`config.mk`:
```
export PLATFORM = sky130hd
export DESIGN_NAME = vtg_core
export DESIGN_NICKNAME = d
export VERILOG_FILES = /design/src/hdl/vtg_pkg.sv /design/src/hdl/vtg_core.sv
export SDC_FILE = /design/constraint.sdc
export NUM_CORES = 1
export LEC_CHECK = 0
export BUFFER_PORTS_ARGS = -buffer_cell sky130_fd_sc_hd__buf_2
export CAP_MARGIN = 0
export CORE_MARGIN = 1
export CORE_UTILIZATION = 40
export DETAILED_ROUTE_END_ITERATION = 7
export PLACE_DENSITY = 0.68
export SLEW_MARGIN = 20
export SYNTH_ARGS = -nofsm -noshare
export SYNTH_HDL_FRONTEND = slang
export SYNTH_SLANG_ARGS = --single-unit
```
`constraint.sdc`:
```
create_clock -name clk_i -period 4.73 [get_ports clk_i]
set_clock_uncertainty 0.05 [all_clocks]
set_input_delay 0.7095 -clock clk_i [delete_from_list [all_inputs] [get_ports clk_i]]
set_output_delay 0.7095 -clock clk_i [all_outputs]
set_load 0.1 [all_outputs]
```
`src/hdl/vtg_pkg.sv`:
```
// Package for the video timing generator: register map, fields, resets and line figures.
// Assumes a 10 MHz clock and a classic Wishbone slave with 32-bit data.
package vtg_pkg;
	// ************************************************************
	// Register map (byte addresses)
	// ************************************************************
	localparam logic [7:0] ADR_MODE0 = 8'h00;
	localparam logic [7:0] ADR_MODE3 = 8'h04;
	localparam logic [7:0] ADR_TIMING0 = 8'h08;
	localparam logic [7:0] ADR_SUBCAR = 8'h0c;
	localparam logic [7:0] ADR_STATUS = 8'h10;
	// ************************************************************
	// Fields and reset values
	// ************************************************************
	localparam int MODE0_STD_LO = 0;
	localparam int MODE0_STD_HI = 1;
	localparam int MODE0_PEDESTAL = 2;
	localparam int MODE3_VBI_PARTIAL = 1;
	localparam int MODE3_NONINTERLACE = 2;
	localparam int MODE3_PIN_BLANK_EN = 3;
	localparam logic [7:0] MODE0_RST = 8'h04;
	localparam logic [7:0] REG_RST = 8'h00;
	localparam logic [31:0] SUBCAR_RST = 32'h21f07c16;
	localparam logic [1:0] STD_525 = 2'h0;
	// ************************************************************
	// Timing modes
	// ************************************************************
	typedef enum logic [2:0] {
		VTG_EMB_SLAVE = 3'h0,
		VTG_EMB_MASTER = 3'h1,
		VTG_HF_SLAVE = 3'h2,
		VTG_HF_MASTER = 3'h3,
		VTG_HV_SLAVE = 3'h4,
		VTG_HV_MASTER = 3'h5,
		VTG_HF3_SLAVE = 3'h6,
		VTG_HF3_MASTER = 3'h7
	} vtg_mode_t;
	// ************************************************************
	// Line geometry
	// ************************************************************
	localparam logic [9:0] LINES_525 = 10'h20d;
	localparam logic [9:0] LINES_625 = 10'h271;
	localparam logic [10:0] PIX_PER_LINE = 11'h06b;
	localparam logic [10:0] HSYNC_PIX = 11'h008;
	localparam logic [10:0] ACTIVE_START = 11'h014;
	localparam logic [7:0] SAV_CODE = 8'h80;
	localparam logic [7:0] EAV_CODE = 8'h9d;
	// ************************************************************
	// Carriers
	// ************************************************************
	typedef struct packed {
		logic blank;
		logic vsync;
		logic burst_off;
		logic vbi_open;
	} vtg_line_t;
	typedef struct packed {
		logic hsync_n;
		logic vsync_field;
		logic blank_n;
	} vtg_pins_t;
endpackage

```
`src/hdl/vtg_core.sv`:
```
// Video timing generator: line/field counters, master/slave timing, blanking, burst.
// Assumes a classic Wishbone master, synchronous pins and one pixel clock.
//
// Register access over Wishbone and the address map were left to the implementer.
`timescale 1ns/10ps
`default_nettype none
module vtg_core (
	// Clock and reset.
	input wire logic clk_i,
	input wire logic rst_i,
	// Wishbone slave.
	input wire logic cyc_i,
	input wire logic stb_i,
	input wire logic we_i,
	input wire logic [7:0] adr_i,
	input wire logic [3:0] sel_i,
	input wire logic [31:0] dat_i,
	output logic [31:0] dat_o,
	output logic ack_o,
	// Timing pins.
	input wire vtg_pkg::vtg_pins_t pins_i,
	output vtg_pkg::vtg_pins_t pins_o,
	output vtg_pkg::vtg_pins_t pins_oe_o,
	// Pixel stream.
	input wire logic [7:0] pixel_bus_low_i,
	output logic [7:0] pixel_o,
	output vtg_pkg::vtg_line_t line_o,
	output logic [9:0] line_num_o,
	output logic field_o
);
	import vtg_pkg::*;

	// ************************************************************
	// Helpers
	// ************************************************************
	function automatic logic in_rng(input logic [9:0] v, input int lo, input int hi);
		in_rng = (v >= 10'(lo)) && (v <= 10'(hi));
	endfunction

	function automatic logic vbi_open_f(input logic [9:0] v, input logic is625,
		input logic half2);
		if (is625) begin
			vbi_open_f = in_rng(v, 7, 22) || in_rng(v, 319, 335);
		end else begin
			vbi_open_f = in_rng(v, 10, 21) || in_rng(v, 274, 284) || (v == 10'd273 && half2);
		end
	endfunction

	// ************************************************************
	// Registers
	// ************************************************************
	logic [7:0] mode0_r;
	logic [7:0] mode3_r;
	logic [7:0] timing0_r;
	logic [31:0] subcar_r;
	logic ack_r;
	logic [31:0] dat_r;
	logic bus_req;
	logic is625;
	vtg_mode_t mode;

	assign bus_req = cyc_i && stb_i && !ack_r;
	assign is625 = mode0_r[MODE0_STD_LO];
	assign mode = vtg_mode_t'(timing0_r[2:0]);

	always_ff @(posedge clk_i) begin
		if (rst_i) begin
			mode0_r <= MODE0_RST;
			mode3_r <= REG_RST;
			timing0_r <= REG_RST;
			subcar_r <= SUBCAR_RST;
		end else if (bus_req && we_i) begin
			case (adr_i)
				ADR_MODE0: if (sel_i[0]) mode0_r <= dat_i[7:0];
				ADR_MODE3: if (sel_i[0]) mode3_r <= dat_i[7:0];
				ADR_TIMING0: if (sel_i[0]) timing0_r <= dat_i[7:0];
				ADR_SUBCAR: begin
					for (int b = 0; b < 4; b++) begin
						if (sel_i[b]) subcar_r[8*b +: 8] <= dat_i[8*b +: 8];
					end
				end
				default: begin
				end
			endcase
		end
	end

	// ************************************************************
	// Counters
	// ************************************************************
	logic [10:0] pix_r;
	logic [9:0] line_r;
	logic field_r;
	logic [2:0] fseq_r;
	logic [9:0] lines_max;
	logic [31:0] code_sr_r;
	logic hs_d_r;
	logic vf_d_r;
	logic line_start;
	logic frame_start;
	logic even_start;
	logic master;

	assign lines_max = is625 ? LINES_625 : LINES_525;
	assign master = timing0_r[0];

	always_ff @(posedge clk_i) begin
		if (rst_i) begin
			hs_d_r <= 1'b1;
			vf_d_r <= 1'b1;
			code_sr_r <= 32'h00000000;
		end else begin
			hs_d_r <= pins_i.hsync_n;
			vf_d_r <= pins_i.vsync_field;
			code_sr_r <= {code_sr_r[23:0], pixel_bus_low_i};
		end
	end

	always_comb begin
		line_start = 1'b0;
		frame_start = 1'b0;
		even_start = 1'b0;
		case (mode)
			VTG_EMB_SLAVE: begin
				line_start = code_sr_r[31:8] == 24'hff0000 && code_sr_r[7:0] == EAV_CODE;
				frame_start = line_start && (line_r == lines_max);
			end
			VTG_HF_SLAVE: begin
				line_start = hs_d_r && !pins_i.hsync_n;
				frame_start = (vf_d_r != pins_i.vsync_field) && !pins_i.hsync_n;
			end
			VTG_HV_SLAVE: begin
				line_start = hs_d_r && !pins_i.hsync_n;
				frame_start = vf_d_r && !pins_i.vsync_field && line_start;
				even_start = vf_d_r && !pins_i.vsync_field && pins_i.hsync_n;
			end
			VTG_HF3_SLAVE: begin
				line_start = hs_d_r && !pins_i.hsync_n;
				frame_start = (vf_d_r != pins_i.vsync_field) && pins_i.hsync_n;
			end
			default: begin
				line_start = 1'b0;
				frame_start = 1'b0;
				even_start = 1'b0;
			end
		endcase
	end

	always_ff @(posedge clk_i) begin
		if (rst_i) begin
			pix_r <= 11'h000;
			line_r <= 10'h001;
			field_r <= 1'b0;
			fseq_r <= 3'h0;
		end else if (!master && frame_start) begin
			pix_r <= 11'h000;
			line_r <= 10'h001;
			field_r <= 1'b0;
			fseq_r <= fseq_r + 3'h1;
		end else if (!master && even_start) begin
			pix_r <= 11'h000;
			line_r <= is625 ? 10'd313 : 10'd264;
			field_r <= 1'b1;
		end else if (!master && line_start) begin
			pix_r <= 11'h000;
			line_r <= (line_r >= lines_max) ? 10'h001 : line_r + 10'h001;
		end else if (pix_r == PIX_PER_LINE - 11'h001) begin
			pix_r <= 11'h000;
			if (line_r >= lines_max) begin
				line_r <= 10'h001;
				field_r <= 1'b0;
				fseq_r <= fseq_r + 3'h1;
			end else begin
				line_r <= line_r + 10'h001;
				if (line_r == (is625 ? 10'd312 : 10'd262)) begin
					field_r <= 1'b1;
					fseq_r <= fseq_r + 3'h1;
				end
			end
		end else begin
			pix_r <= pix_r + 11'h001;
		end
	end

	// ************************************************************
	// Line classification
	// ************************************************************
	vtg_line_t cls;
	logic prog;
	logic grp_b;
	logic half2;

	assign prog = mode3_r[MODE3_NONINTERLACE];
	assign grp_b = fseq_r[1];
	assign half2 = pix_r >= (PIX_PER_LINE >> 1);

	always_comb begin
		cls = '0;
		if (!is625 && !prog) begin
			cls.vsync = in_rng(line_r, 1, 9) || in_rng(line_r, 264, 272);
			cls.blank = cls.vsync || line_r == 10'd525 || in_rng(line_r, 10, 21) ||
				in_rng(line_r, 262, 263) || in_rng(line_r, 273, 284);
			cls.burst_off = in_rng(line_r, 1, 6) || in_rng(line_r, 261, 269) ||
				in_rng(line_r, 523, 525);
		end else if (!is625) begin
			cls.vsync = in_rng(line_r, 1, 9);
			cls.blank = in_rng(line_r, 1, 21);
			cls.burst_off = in_rng(line_r, 1, 6) || in_rng(line_r, 261, 262);
		end else if (!prog) begin
			cls.vsync = grp_b ?
				(in_rng(line_r, 1, 5) || in_rng(line_r, 311, 319) || in_rng(line_r, 624, 625)) :
				(in_rng(line_r, 1, 6) || in_rng(line_r, 311, 318) ||
				in_rng(line_r, 624, 625));
			cls.blank = cls.vsync || in_rng(line_r, 1, 22) || in_rng(line_r, 311, 335);
			cls.burst_off = grp_b ?
				(in_rng(line_r, 1, 5) || in_rng(line_r, 311, 319) || in_rng(line_r, 623, 625)) :
				(in_rng(line_r, 1, 6) || in_rng(line_r, 311, 318) ||
				in_rng(line_r, 623, 625));
		end else begin
			cls.vsync = in_rng(line_r, 1, 6) || in_rng(line_r, 311, 312);
			cls.blank = cls.vsync || in_rng(line_r, 1, 22) || in_rng(line_r, 311, 312);
			cls.burst_off = in_rng(line_r, 1, 5) || in_rng(line_r, 310, 312);
		end
		cls.vbi_open = cls.blank && !cls.vsync && vbi_open_f(line_r, is625, half2);
	end

	// ************************************************************
	// Outputs
	// ************************************************************
	logic pin_blank;
	logic use_pin_blank;
	logic pass_pixel;
	logic h_bit;

	assign use_pin_blank = mode3_r[MODE3_PIN_BLANK_EN] && !master && mode != VTG_EMB_SLAVE;
	assign pin_blank = use_pin_blank && !pins_i.blank_n;
	assign h_bit = pix_r < ACTIVE_START;
	assign pass_pixel = !h_bit && !pin_blank &&
		(!cls.blank || (cls.vbi_open && mode3_r[MODE3_VBI_PARTIAL]));

	always_ff @(posedge clk_i) begin
		if (rst_i) begin
			pins_o <= '1;
			pins_oe_o <= '0;
		end else begin
			pins_oe_o <= master ? 3'b111 : 3'b000;
			case (mode)
				VTG_EMB_MASTER: begin
					pins_o.hsync_n <= h_bit;
					pins_o.blank_n <= cls.blank;
					pins_o.vsync_field <= field_r;
				end
				VTG_HV_MASTER: begin
					pins_o.hsync_n <= pix_r >= HSYNC_PIX;
					pins_o.vsync_field <= !(cls.vsync && (line_r != 10'd264 || half2));
					pins_o.blank_n <= !(cls.blank || h_bit);
				end
				VTG_HF_MASTER, VTG_HF3_MASTER: begin
					pins_o.hsync_n <= pix_r >= HSYNC_PIX;
					pins_o.vsync_field <= field_r;
					pins_o.blank_n <= !(cls.blank || h_bit);
				end
				default: begin
					pins_o <= '1;
				end
			endcase
		end
	end

	always_ff @(posedge clk_i) begin
		if (rst_i) begin
			pixel_o <= 8'h00;
			line_o <= '0;
			line_num_o <= 10'h001;
			field_o <= 1'b0;
		end else begin
			pixel_o <= pass_pixel ? pixel_bus_low_i : 8'h00;
			line_o <= cls;
			line_num_o <= line_r;
			field_o <= field_r;
		end
	end

	// ************************************************************
	// Bus answer
	// ************************************************************
	always_ff @(posedge clk_i) begin
		if (rst_i) begin
			ack_r <= 1'b0;
			dat_r <= 32'h00000000;
		end else begin
			ack_r <= bus_req;
			if (bus_req && !we_i) begin
				case (adr_i)
					ADR_MODE0: dat_r <= {24'h000000, mode0_r};
					ADR_MODE3: dat_r <= {24'h000000, mode3_r};
					ADR_TIMING0: dat_r <= {24'h000000, timing0_r};
					ADR_SUBCAR: dat_r <= subcar_r;
					ADR_STATUS: dat_r <= {9'h000, fseq_r, 9'h000, field_r, line_r};
					default: dat_r <= 32'h00000000;
				endcase
			end
		end
	end

	assign ack_o = ack_r;
	assign dat_o = dat_r;
endmodule
`default_nettype wire

```
---- After elaboration in Yosys (flattened, before gate mapping) ----
Index checks and enable logic that the tools add are counted.
word-level totals
  input port bits ......................... 60
  word-level logic and storage cells ...... 230
  output and inout port bits .............. 62
  register bits ........................... 177
cells by class
  equal/unequal tests ..................... 23
  bitwise logic cells ..................... 1
  $lt $le $gt $ge ......................... 34
  $add $sub $neg .......................... 3
  mux-type cells .......................... 30
  reductions and logical operators ........ 110
operators with widths
  kind                   count
  $pmux 32 s5            1
  $le 10x9->1 const B    9
  $ge 10x9->1 const B    8
  $logic_and 1x1->1      48
  $mux 10                4
  $ge 10x10->1 const B   3
  $mux 3                 10
  $logic_or 1x1->1       26
  $eq 24x24->1 const B   1
  $reduce_and 3->1       8
  $le 10x10->1 const B   2
  $le 10x3->1 const B    2
  $le 10x5->1 const B    2
  $eq 8x4->1 const B     2
  $logic_not 1->1        14
  $eq 3x3->1 const B     4
  $mux 6                 2
  $reduce_bool 3->1      4
  $add 11x1->11 const B  1
  $eq 11x7->1 const B    1
  $ge 11x4->1 const B    1
  $ge 11x6->1 const B    1
  $lt 11x5->1 const B    1
  $add 10x1->10 const B  1
  31 further kinds       45

---- Logic depth before layout (Yosys ltp) ----
Gate-level depths: netlist of run 1.
  depth after elaboration ................. 18
  mapped depth ............................ 11
  mapped depth without buffers ............ 9

---- Worst setup path after synthesis of run 1 ----
No wires, ideal clock.
  path kind ............................... input to register
  start ................................... input port adr_i[1]
  end ..................................... register subcar_r[24]
  path buffers ............................ 4
  slack ................................... 1.673 ns
  data required time ...................... 4.560 ns
  setup time .............................. 0.120 ns
  stages on the path ...................... 10
  data arrival time ....................... 2.887 ns
  cells stage by stage .................... or4_1 -> clkbuf_1 -> nor4b_4 -> and2_1 -> buf_4 -> and3_1 -> buf_4 -> buf_6 -> nand2_2 -> a211o_1
between the ends
  longest elaborated chain between the ends .. 2
ends and longest elaborated chain
  what                           line            source
  start, declared                vtg_core.sv:15  input wire logic [7:0] adr_i,
  $eq 8x4->1                     vtg_core.sv:73  case (adr_i)
  $reduce_and 3->1 (no line)     -
  end signal, assigned by index  vtg_core.sv:79  if (sel_i[b]) subcar_r[8*b +: 8] <= dat_i[8*b +: 8];
  end, declared                  vtg_core.sv:55  logic [31:0] subcar_r;
Every way passes these cells.
A chain may end at the register's enable or synchronous reset.

---- Final worst setup path of run 1 ----
  start ................................... register line_r[8]
  end ..................................... register pixel_o[2]
between the ends
  longest elaborated chain between the ends .. 17
ends and longest elaborated chain
  what                                                      line                              source
  start, declared                                           vtg_core.sv:92                    logic [9:0] line_r;
  start signal, assigned                                    vtg_core.sv:162                   line_r <= is625 ? 10'd313 : 10'd264;
  start signal, assigned                                    vtg_core.sv:166                   line_r <= (line_r >= lines_max) ? 10'h001 : line_r + 10'h001;
  start signal, assigned                                    vtg_core.sv:174                   line_r <= line_r + 10'h001;
  $ge 10x1->1, or another cell as far along                 vtg_core.sv:37                    in_rng = (v >= 10'(lo)) && (v <= 10'(hi));
  $logic_and 1x1->1                                         vtg_core.sv:37
  $logic_or 1x1->1, on equally long branches (2 in series)  vtg_core.sv:212, vtg_core.sv:211
  $mux 1                                                    vtg_core.sv:210                   cls.vsync = grp_b ?
  $logic_or 1x1->1 (2 in series)                            vtg_core.sv:214                   cls.blank = cls.vsync || in_rng(line_r, 1, 22) || in_rng(line_r, 311, 335);
  $mux 3                                                    vtg_core.sv:209                   end else if (!prog) begin
  $mux 3                                                    vtg_core.sv:205                   end else if (!is625) begin
  $mux 3                                                    vtg_core.sv:199                   if (!is625 && !prog) begin
  $logic_and 1x1->1 (2 in series)                           vtg_core.sv:224                   cls.vbi_open = cls.blank && !cls.vsync && vbi_open_f(line_r, is625, half2);
  $logic_and 1x1->1                                         vtg_core.sv:239                   (!cls.blank || (cls.vbi_open && mode3_r[MODE3_VBI_PARTIAL]));
  $logic_or 1x1->1 (*)                                      vtg_core.sv:239
  $logic_and 1x1->1 (*)                                     vtg_core.sv:238                   assign pass_pixel = !h_bit && !pin_blank &&
  $not 1->1 (no line) (*)                                   -
  $reduce_or 2->1 (no line) (*)                             -
  end signal, assigned                                      vtg_core.sv:277                   pixel_o <= pass_pixel ? pixel_bus_low_i : 8'h00;
  end, declared                                             vtg_core.sv:26                    output logic [7:0] pixel_o,
Every way passes the cells marked *; elsewhere a longest branch is shown, timed or not.

==> impl_metrics.json, run 1 <==
{
  "outcome": "finished, final reports clean",
  "io_buffers": 121,
  "hold_path_depth": 2,
  "r2r_end": "pixel_o[2]",
  "peakVddDrop_uv": 252,
  "grt_pass1_vias": 6238,
  "r2r_cells": 7,
  "setup.worst_path.start_class": "register",
  "fillers": 1864,
  "final_hold_viol_count": 0,
  "initial_core_util": 0.411,
  "hold_slack_ns": 0.401,
  "ys_warn_count": 0,
  "slew_headroom": 0.335,
  "clk_pin_slew_ns": 0.06,
  "hp-start": "subcar_r[0]",
  "maxSlewViolCount": 0,
  "rows": 50,
  "hold_buffers": 0,
  "crit_path_max_incr_delay_ns": 0.89,
  "clock-root-buffer": "clkbuf_16",
  "finalSetupTns_ns": 0,
  "grt_max_degree": 96,
  "ys_seq_elements": 175,
  "clkSinkCount": 175,
  "track_usage": 0.209,
  "die_h_um": 141,
  "pre_cts_ws_ns": 0.923,
  "path_cells": "or4b_1, o41ai_1, a211oi_1, o21ai_0, o221ai_2, a311oi_4, nor2_1",
  "dieArea_um2": 20000,
  "setup.worst_path.end_class": "register",
  "fin_crit_ns": 3.52,
  "final_cell_mix": "dfxtp_1, buf_2, nand2_1, nor2_1, a21oi_1",
  "cts_buffer_depth": 2,
  "max_freq_mhz": 284,
  "worstSkewPairLatency_ns": 0.43,
  "post-route-util": 0.482,
  "gp_congestion": 0.924,
  "mostFrequentLayoutCell": "dfxtp_1",
  "placed_cells": 1231,
  "rsz0062_at_grt": "no",
  "htree_levels": 4,
  "setup_ws_ns": 1.21,
  "antenna_found_initial": 0,
  "overflow": 0,
  "vias": 6885,
  "top_level_ports": 122,
  "p_leak_nw": 3.59,
  "crit_type": "register to register",
  "postCtsSetupRepairBufs": 0,
  "asyncSetResetFlopFracSynth": 0,
  "final_cells": 1263,
  "dpl-instance-area_um2": 8490,
  "postLayoutCellArea_um2": 9110,
  "hp-class": "register to register",
  "ys_types": 72,
  "fin_crit_sh": 0.744,
  "r2r-start": "line_r[8]",
  "drc": 0,
  "crit_family": "compound AO/OA/AOI/OAI gates",
  "diodes": 0,
  "cts_tree": "built",
  "path_max_fanout": 22,
  "critPathSlowestCell": "dfxtp_1",
  "area.growth.synth_to_final_pct": 17.3,
  "power_density_nw_per_um2": 341,
  "hold-path-endpoint": "subcar_r[0]",
  "synthFlopType": "dfxtp_1",
  "worstMarginPinSlew_ns": 0.996,
  "cts_buffers": 17,
  "dr.pass1.iters": 5,
  "synth_cells": 907,
  "wl_um": 20600,
  "syn_area_um2": 7770,
  "drive_above_1_share": 0.200,
  "nets": 1063,
  "cp.required_ns": 4.97,
  "drtIter0Drc": 608,
  "ff2ff_setup_slack_ns": 1.21,
  "core-area_um2": 18900,
  "synth_fp_nets": 980,
  "cp.arrival_ns": 3.76,
  "cp_num_cells": 7,
  "drtAntennaViolNets": 0,
  "crit_buf_inv": 0,
  "grt_first_pass_wirelength_um": 33100,
  "maxCapViolations": 0,
  "hpwl_um": 14300,
  "seq_area_frac_synth": 0.451,
  "cts_resized": 0,
  "wl_per_cell_um": 16.3,
  "synth-edff-count": 0,
  "final-setup-viol-count": 0,
  "synth.avg_cell_area_um2": 8.57,
  "die_w_um": 141,
  "total_power_mw": 3.11,
  "vias_per_cell": 5.45
}
==> area by class of cell <==
type                       count  area, µm²  area share
multi-input combinational    652       3940       0.432
clock inverter                13        170      0.0187
clock buffer                  19        443      0.0486
inverter                      13       48.8     0.00535
timing repair buffer         131        683      0.0749
tap                          260        325      0.0357
sequential                   175       3500       0.384
==> where the power goes <==
part           total (mW)  switching (mW)  leakage (nW)  internal (mW)
Sequential           1.50          0.0105          1.42           1.49
Combinational       0.150           0.104          1.87         0.0459
Clock                1.46           0.636         0.304          0.819
==> worst register-to-register path: cells and delay by family (launching register included) <==
kind / cells / cell delay, ns
flops: 1 / 0.89
compound gates: 5 / 1.66
simple gates: 2 / 0.79
==> how the worst max path moves through the flow <==
stage                    from            to
floorplan            adr_i[1]  subcar_r[24]
global placement     adr_i[1]  subcar_r[22]
detailed placement   adr_i[1]  subcar_r[22]
CTS                 line_r[8]    pixel_o[2]
global route        line_r[8]    pixel_o[7]
finish              line_r[8]    pixel_o[2]
==> layer usage <==
| metal | up-vias | routed length, µm | track usage |
|---|---|---|---|
| li1 | 3376 | - | - |
| met5 | - | 0 | 0 |
| met3 | 38 | 1150 | 0.0486 |
| met2 | 207 | 9700 | 0.334 |
| met1 | 3264 | 9240 | 0.276 |
| met4 | 0 | 461 | 0.0755 |
==> sequential cells by signal, indices dropped and copies added (netlist names) <==
signal      cells
dat_o          32
field_r         1
ack_o           1
mode0_r         8
timing0_r       8
pixel_o         8
field_o         1
subcar_r       32
line_o          4
code_sr_r      32
pins_o          3
hs_d_r          1
pix_r          11
vf_d_r          1
pins_oe_o       1
fseq_r          3
line_r         10
mode3_r         8
line_num_o     10
==> cells in the mapped netlist (8+ instances only) <==
library cell / instances / area share
dfxtp_1: 175 / 0.45
nand2_1: 95 / 0.046
nor2_1: 86 / 0.042
a21oi_1: 76 / 0.049
nand3_1: 63 / 0.041
clkbuf_1: 56 / 0.027
nor2b_1: 47 / 0.038
nor3_1: 25 / 0.016
o21ai_0: 22 / 0.014
and3_1: 21 / 0.017
mux2_2: 16 / 0.023
a211o_1: 13 / 0.015
ha_1: 13 / 0.021
inv_1: 13 / 0.0063
nor4_1: 12 / 0.0097
nand4_1: 11 / 0.0089
mux2i_1: 9 / 0.012
or3_1: 9 / 0.0072
xor2_1: 9 / 0.010
a221o_1: 8 / 0.010
==> cell families (layout without fill, tap and decap cells) <==
kind of cell,Yosys count,count (layout),share of synthesized area
simple gates,416,416,0.273
mux,26,26,0.0367
xor+xnor,14,14,0.0158
flops,175,175,0.451
compound gates,183,183,0.159
fa+ha+maj,13,13,0.0209
buf+inv,80,176,0.0433
Note: power is estimated with default switching activity, not from simulation.
==> run 2: changes to the inputs <==
clock period = 3.3 ns   (was 4.73 ns; I/O delays follow)
==> run 2 against run 1 <==
Effect of this change: largest power group unchanged; via count up 2.2%; highest routed layer unchanged; non-clock buffer count grew 21; register-to-register slack lost 0.92 ns; critical endpoint is now pixel_o[7]; clock-buffer cell count fell by 2; sequential share of layout area down 0.69 points; first-iteration DRC count shrank 4.8%; die area is the same; fmax increased by 17%; critical path depth grew 2.
==> impl_metrics.json, run 2 (same netlist as run 1, synthesis figures left out) <==
{
  "hold_buffers": 0,
  "worstMarginPinSlew_ns": 1.11,
  "postLayoutCellArea_um2": 9280,
  "area.growth.synth_to_final_pct": 19.5,
  "final_cell_mix": "dfxtp_1, buf_2, nand2_1, nor2_1, a21oi_1",
  "fin_crit_ns": 3.01,
  "clock-root-buffer": "clkbuf_16",
  "path_max_fanout": 11,
  "total_power_mw": 4.47,
  "critPathSlowestCell": "dfxtp_1",
  "power_density_nw_per_um2": 481,
  "wl_um": 21300,
  "setup.worst_path.end_class": "register",
  "die_h_um": 141,
  "htree_levels": 4,
  "grt_max_degree": 54,
  "worstSkewPairLatency_ns": 0.43,
  "mostFrequentLayoutCell": "dfxtp_1",
  "peakVddDrop_uv": 353,
  "postCtsSetupRepairBufs": 0,
  "vias": 7039,
  "crit_path_max_incr_delay_ns": 0.57,
  "dpl-instance-area_um2": 8650,
  "setup.worst_path.start_class": "register",
  "hp-start": "pixel_bus_low_i[3]",
  "rsz0062_at_grt": "no",
  "cp-startpoint": "line_r[0]",
  "cts_tree": "built",
  "path_cells": "inv_1, ha_1, nand2b_1, o22a_1, a211oi_1, o21ai_0, o221ai_2, a311oi_4, nor2_1",
  "core-area_um2": 18900,
  "maxCapViolations": 0,
  "antenna_found_initial": 0,
  "drtAntennaViolNets": 0,
  "top_level_ports": 122,
  "cts_buffer_depth": 2,
  "max_freq_mhz": 332,
  "cts_buffers": 17,
  "cp.required_ns": 3.55,
  "outcome": "finished, final reports clean",
  "overflow": 0,
  "dr.pass1.iters": 5,
  "gp_congestion": 0.914,
  "cts_resized": 0,
  "drtIter0Drc": 579,
  "fin_crit_sh": 0.913,
  "finalSetupTns_ns": 0,
  "r2r-start": "line_r[0]",
  "final-setup-viol-count": 0,
  "die_w_um": 141,
  "drc": 0,
  "drive_above_1_share": 0.216,
  "clkSinkCount": 175,
  "hp-class": "input port to register",
  "cp.arrival_ns": 3.27,
  "p_leak_nw": 3.70,
  "slew_headroom": 0.256,
  "vias_per_cell": 5.48,
  "clk_pin_slew_ns": 0.07,
  "crit_type": "register to register",
  "maxSlewViolCount": 0,
  "initial_core_util": 0.411,
  "diodes": 0,
  "io_buffers": 121,
  "grt_first_pass_wirelength_um": 34200,
  "rows": 50,
  "dieArea_um2": 20000,
  "wl_per_cell_um": 16.6,
  "hpwl_um": 15000,
  "grt_pass1_vias": 6599,
  "track_usage": 0.218,
  "nets": 1084,
  "final_hold_viol_count": 0
}
-- run 2: worst max-delay path, delay by kind of cell (launching register included) --
kind | cells | cell delay [ns]
DFF | 1 | 0.57
adders and majority gates | 1 | 0.33
and+or+nand+nor | 2 | 0.32
buffers and inverters | 1 | 0.19
AOI/OAI and AO/OA | 5 | 1.42
-- run 2: area by class of cell --
cell class	count	area (µm²)
clock buffer	17	425
clock inverter	15	205
fill	1857	9610
inverter	13	48.8
multi-input combinational	652	3930
sequential	175	3500
tap	260	325
timing repair buffer	152	841
-- run 2: worst paths after layout --
check,to,depth (start not counted),slack (ns)
setup / recovery,pixel_o[7],9,0.29
hold / removal,pixel_o[3],3,0.23
setup reg to reg,pixel_o[7],9,0.29
hold reg to reg,dat_o[27],2,0.40
-- run 2: power by group --
group          internal, mW  leakage (nW)  switching (mW)
combinational        0.0677          1.98           0.148
clock                  1.11         0.306           0.991
sequential             2.14          1.42          0.0149
total                  3.31          3.70            1.15
-- run 2: through the flow --
stage / setup slack [ns] / utilization / cells / hold slack [ns]
CTS: 0.310 / 0.491 / 1284 / 0.218
floorplan: 0.458 / - / 907 / 0.379
detailed placement: 0.345 / 0.458 / 1252 / 0.391
finish: 0.287 / 0.491 / 1284 / 0.232
global route: 0.0111 / 0.491 / 1284 / 0.227
global placement: 0.230 / 0.458 / 1252 / 0.388
-- run 2: metal layers --
| layer | global-route usage | wire, µm |
|---|---|---|
| met1 | 0.286 | 9590 |
| met2 | 0.352 | 9900 |
| met3 | 0.0385 | 1120 |
| met4 | 0.0978 | 686 |
| met5 | 0 | 0 |
==> run 3: changes to the inputs <==
clock period = 3.4 ns   (was 3.3 ns; I/O delays follow)
==> run 3 against run 2 <==
Effect of this change: clock power down 3%; sequential power down 3%; flip-flop and latch count unchanged; design area up 0.31%; first-iteration DRC count down 6.2%; clock-buffer cell count unchanged; combinational power down 2%; worst hold slack better by 0.0083 ns; critical path depth down 2; highest routed layer unchanged.
==> impl_metrics.json, run 3 (same netlist as run 1, synthesis figures left out) <==
{
  "cts_buffers": 17,
  "wl_per_cell_um": 16.8,
  "overflow": 0,
  "area.growth.synth_to_final_pct": 19.9,
  "setup_ws_ns": 0.387,
  "clk_pin_slew_ns": 0.07,
  "cts_buffer_depth": 2,
  "fillers": 1852,
  "core-area_um2": 18900,
  "multi_input_area_um2": 3940,
  "max_freq_mhz": 332,
  "critPathSlowestCell": "or4b_1",
  "fin_crit_sh": 0.886,
  "drc": 0,
  "crit_type": "register to register",
  "rsz0062_at_grt": "no",
  "htree_levels": 4,
  "initial_core_util": 0.411,
  "grt_max_degree": 78,
  "setup.worst_path.start_class": "register",
  "dieArea_um2": 20000,
  "hpwl_um": 15000,
  "hold_buffers": 0,
  "io_buffers": 121,
  "ff_latch_area_um2": 3500,
  "grt_pass1_vias": 6601,
  "pre_cts_ws_ns": 0.443,
  "maxCapViolations": 0,
  "nets": 1085,
  "vias": 7018,
  "finalSetupTns_ns": 0,
  "maxSlewViolCount": 0,
  "track_usage": 0.219,
  "hp-class": "input port to register",
  "antenna_found_initial": 0,
  "diodes": 0,
  "postCtsSetupRepairBufs": 0,
  "top_level_ports": 122,
  "die_w_um": 141,
  "drtAntennaViolNets": 0,
  "crit_path_max_incr_delay_ns": 0.65,
  "die_h_um": 141,
  "post-route-util": 0.493,
  "power_density_nw_per_um2": 466,
  "final_hold_viol_count": 0,
  "fin_crit_ns": 3.01,
  "cts_resized": 0,
  "drtIter0Drc": 543,
  "p_leak_nw": 3.71,
  "final-setup-viol-count": 0,
  "cp.arrival_ns": 3.27,
  "clock-root-buffer": "clkbuf_16",
  "setup.worst_path.end_class": "register",
  "peakVddDrop_uv": 339,
  "slew_headroom": 0.472,
  "cp.required_ns": 3.65,
  "wl_um": 21500,
  "mostFrequentLayoutCell": "dfxtp_1",
  "final_cell_mix": "dfxtp_1, buf_2, nand2_1, nor2_1, a21oi_1",
  "cts_tree": "built",
  "drive_above_1_share": 0.218,
  "path_cells": "or4b_1, or3_1, o31a_1, o211ai_1, o221ai_2, a311oi_4, nor2_1",
  "grt_first_pass_wirelength_um": 34500,
  "outcome": "finished, final reports clean",
  "rows": 50,
  "path_max_fanout": 9,
  "dr.pass1.iters": 5,
  "vias_per_cell": 5.46,
  "ff2ff_setup_slack_ns": 0.39,
  "clkSinkCount": 175,
  "worstMarginPinSlew_ns": 0.792,
  "worstSkewPairLatency_ns": 0.43,
  "gp_congestion": 0.916
}
run 3: cell types whose count changed in the layout (fill, tap and decap cells not counted), sizes merged:
cell	previous run	this run
clkinv	5	7
buf	152	153
inv	22	20
run 3: layout make-up:
type	count	area share
multi-input cells	652	0.423
inverters	13	0.00524
repair buffers	153	0.0924
well taps	260	0.0349
clock buffers	17	0.0457
flip-flops and latches	175	0.376
clock inverters	15	0.0223
run 3: routing by layer:
layer	track usage	up-vias	wire length (µm)
met5	0	-	0
met4	0.0881	0	564
met3	0.0489	34	1110
li1	-	3431	-
met2	0.358	207	10200
met1	0.281	3346	9620
run 3: stage by stage:
stage          total power, mW  hold slack (ns)  cell area [µm²]  instances
2_1_floorplan             2.27            0.379             7770        907
6_report                  4.34            0.240             9310       1285
5_1_grt                   4.47            0.243             9310       1285
3_3_place_gp              2.34            0.387             8670       1253
4_1_cts                   4.37            0.228             9310       1285
3_5_place_dp              2.35            0.392             8670       1253
run 3: worst paths after layout:
kind | startpoint | endpoint | cells past startpoint
worst max-delay path | line_r[7] | pixel_o[0] | 7
worst min-delay path | pins_i[1] | vf_d_r | 2
worst max register to register | line_r[7] | pixel_o[0] | 7
worst min register to register | dat_o[27] | dat_o[27] | 2
run 3: report_power, final:
part,switching [mW],internal (mW)
clock,0.967,1.08
combinational,0.144,0.0666
sequential,0.0150,2.07
run 3: critical path: cells and delay by family, from the launching register on:
family	cells	cell delay, ns
flip-flops	1	0.41
AO/OA/AOI/OAI	4	1.27
AND/OR/NAND/NOR	3	1.14
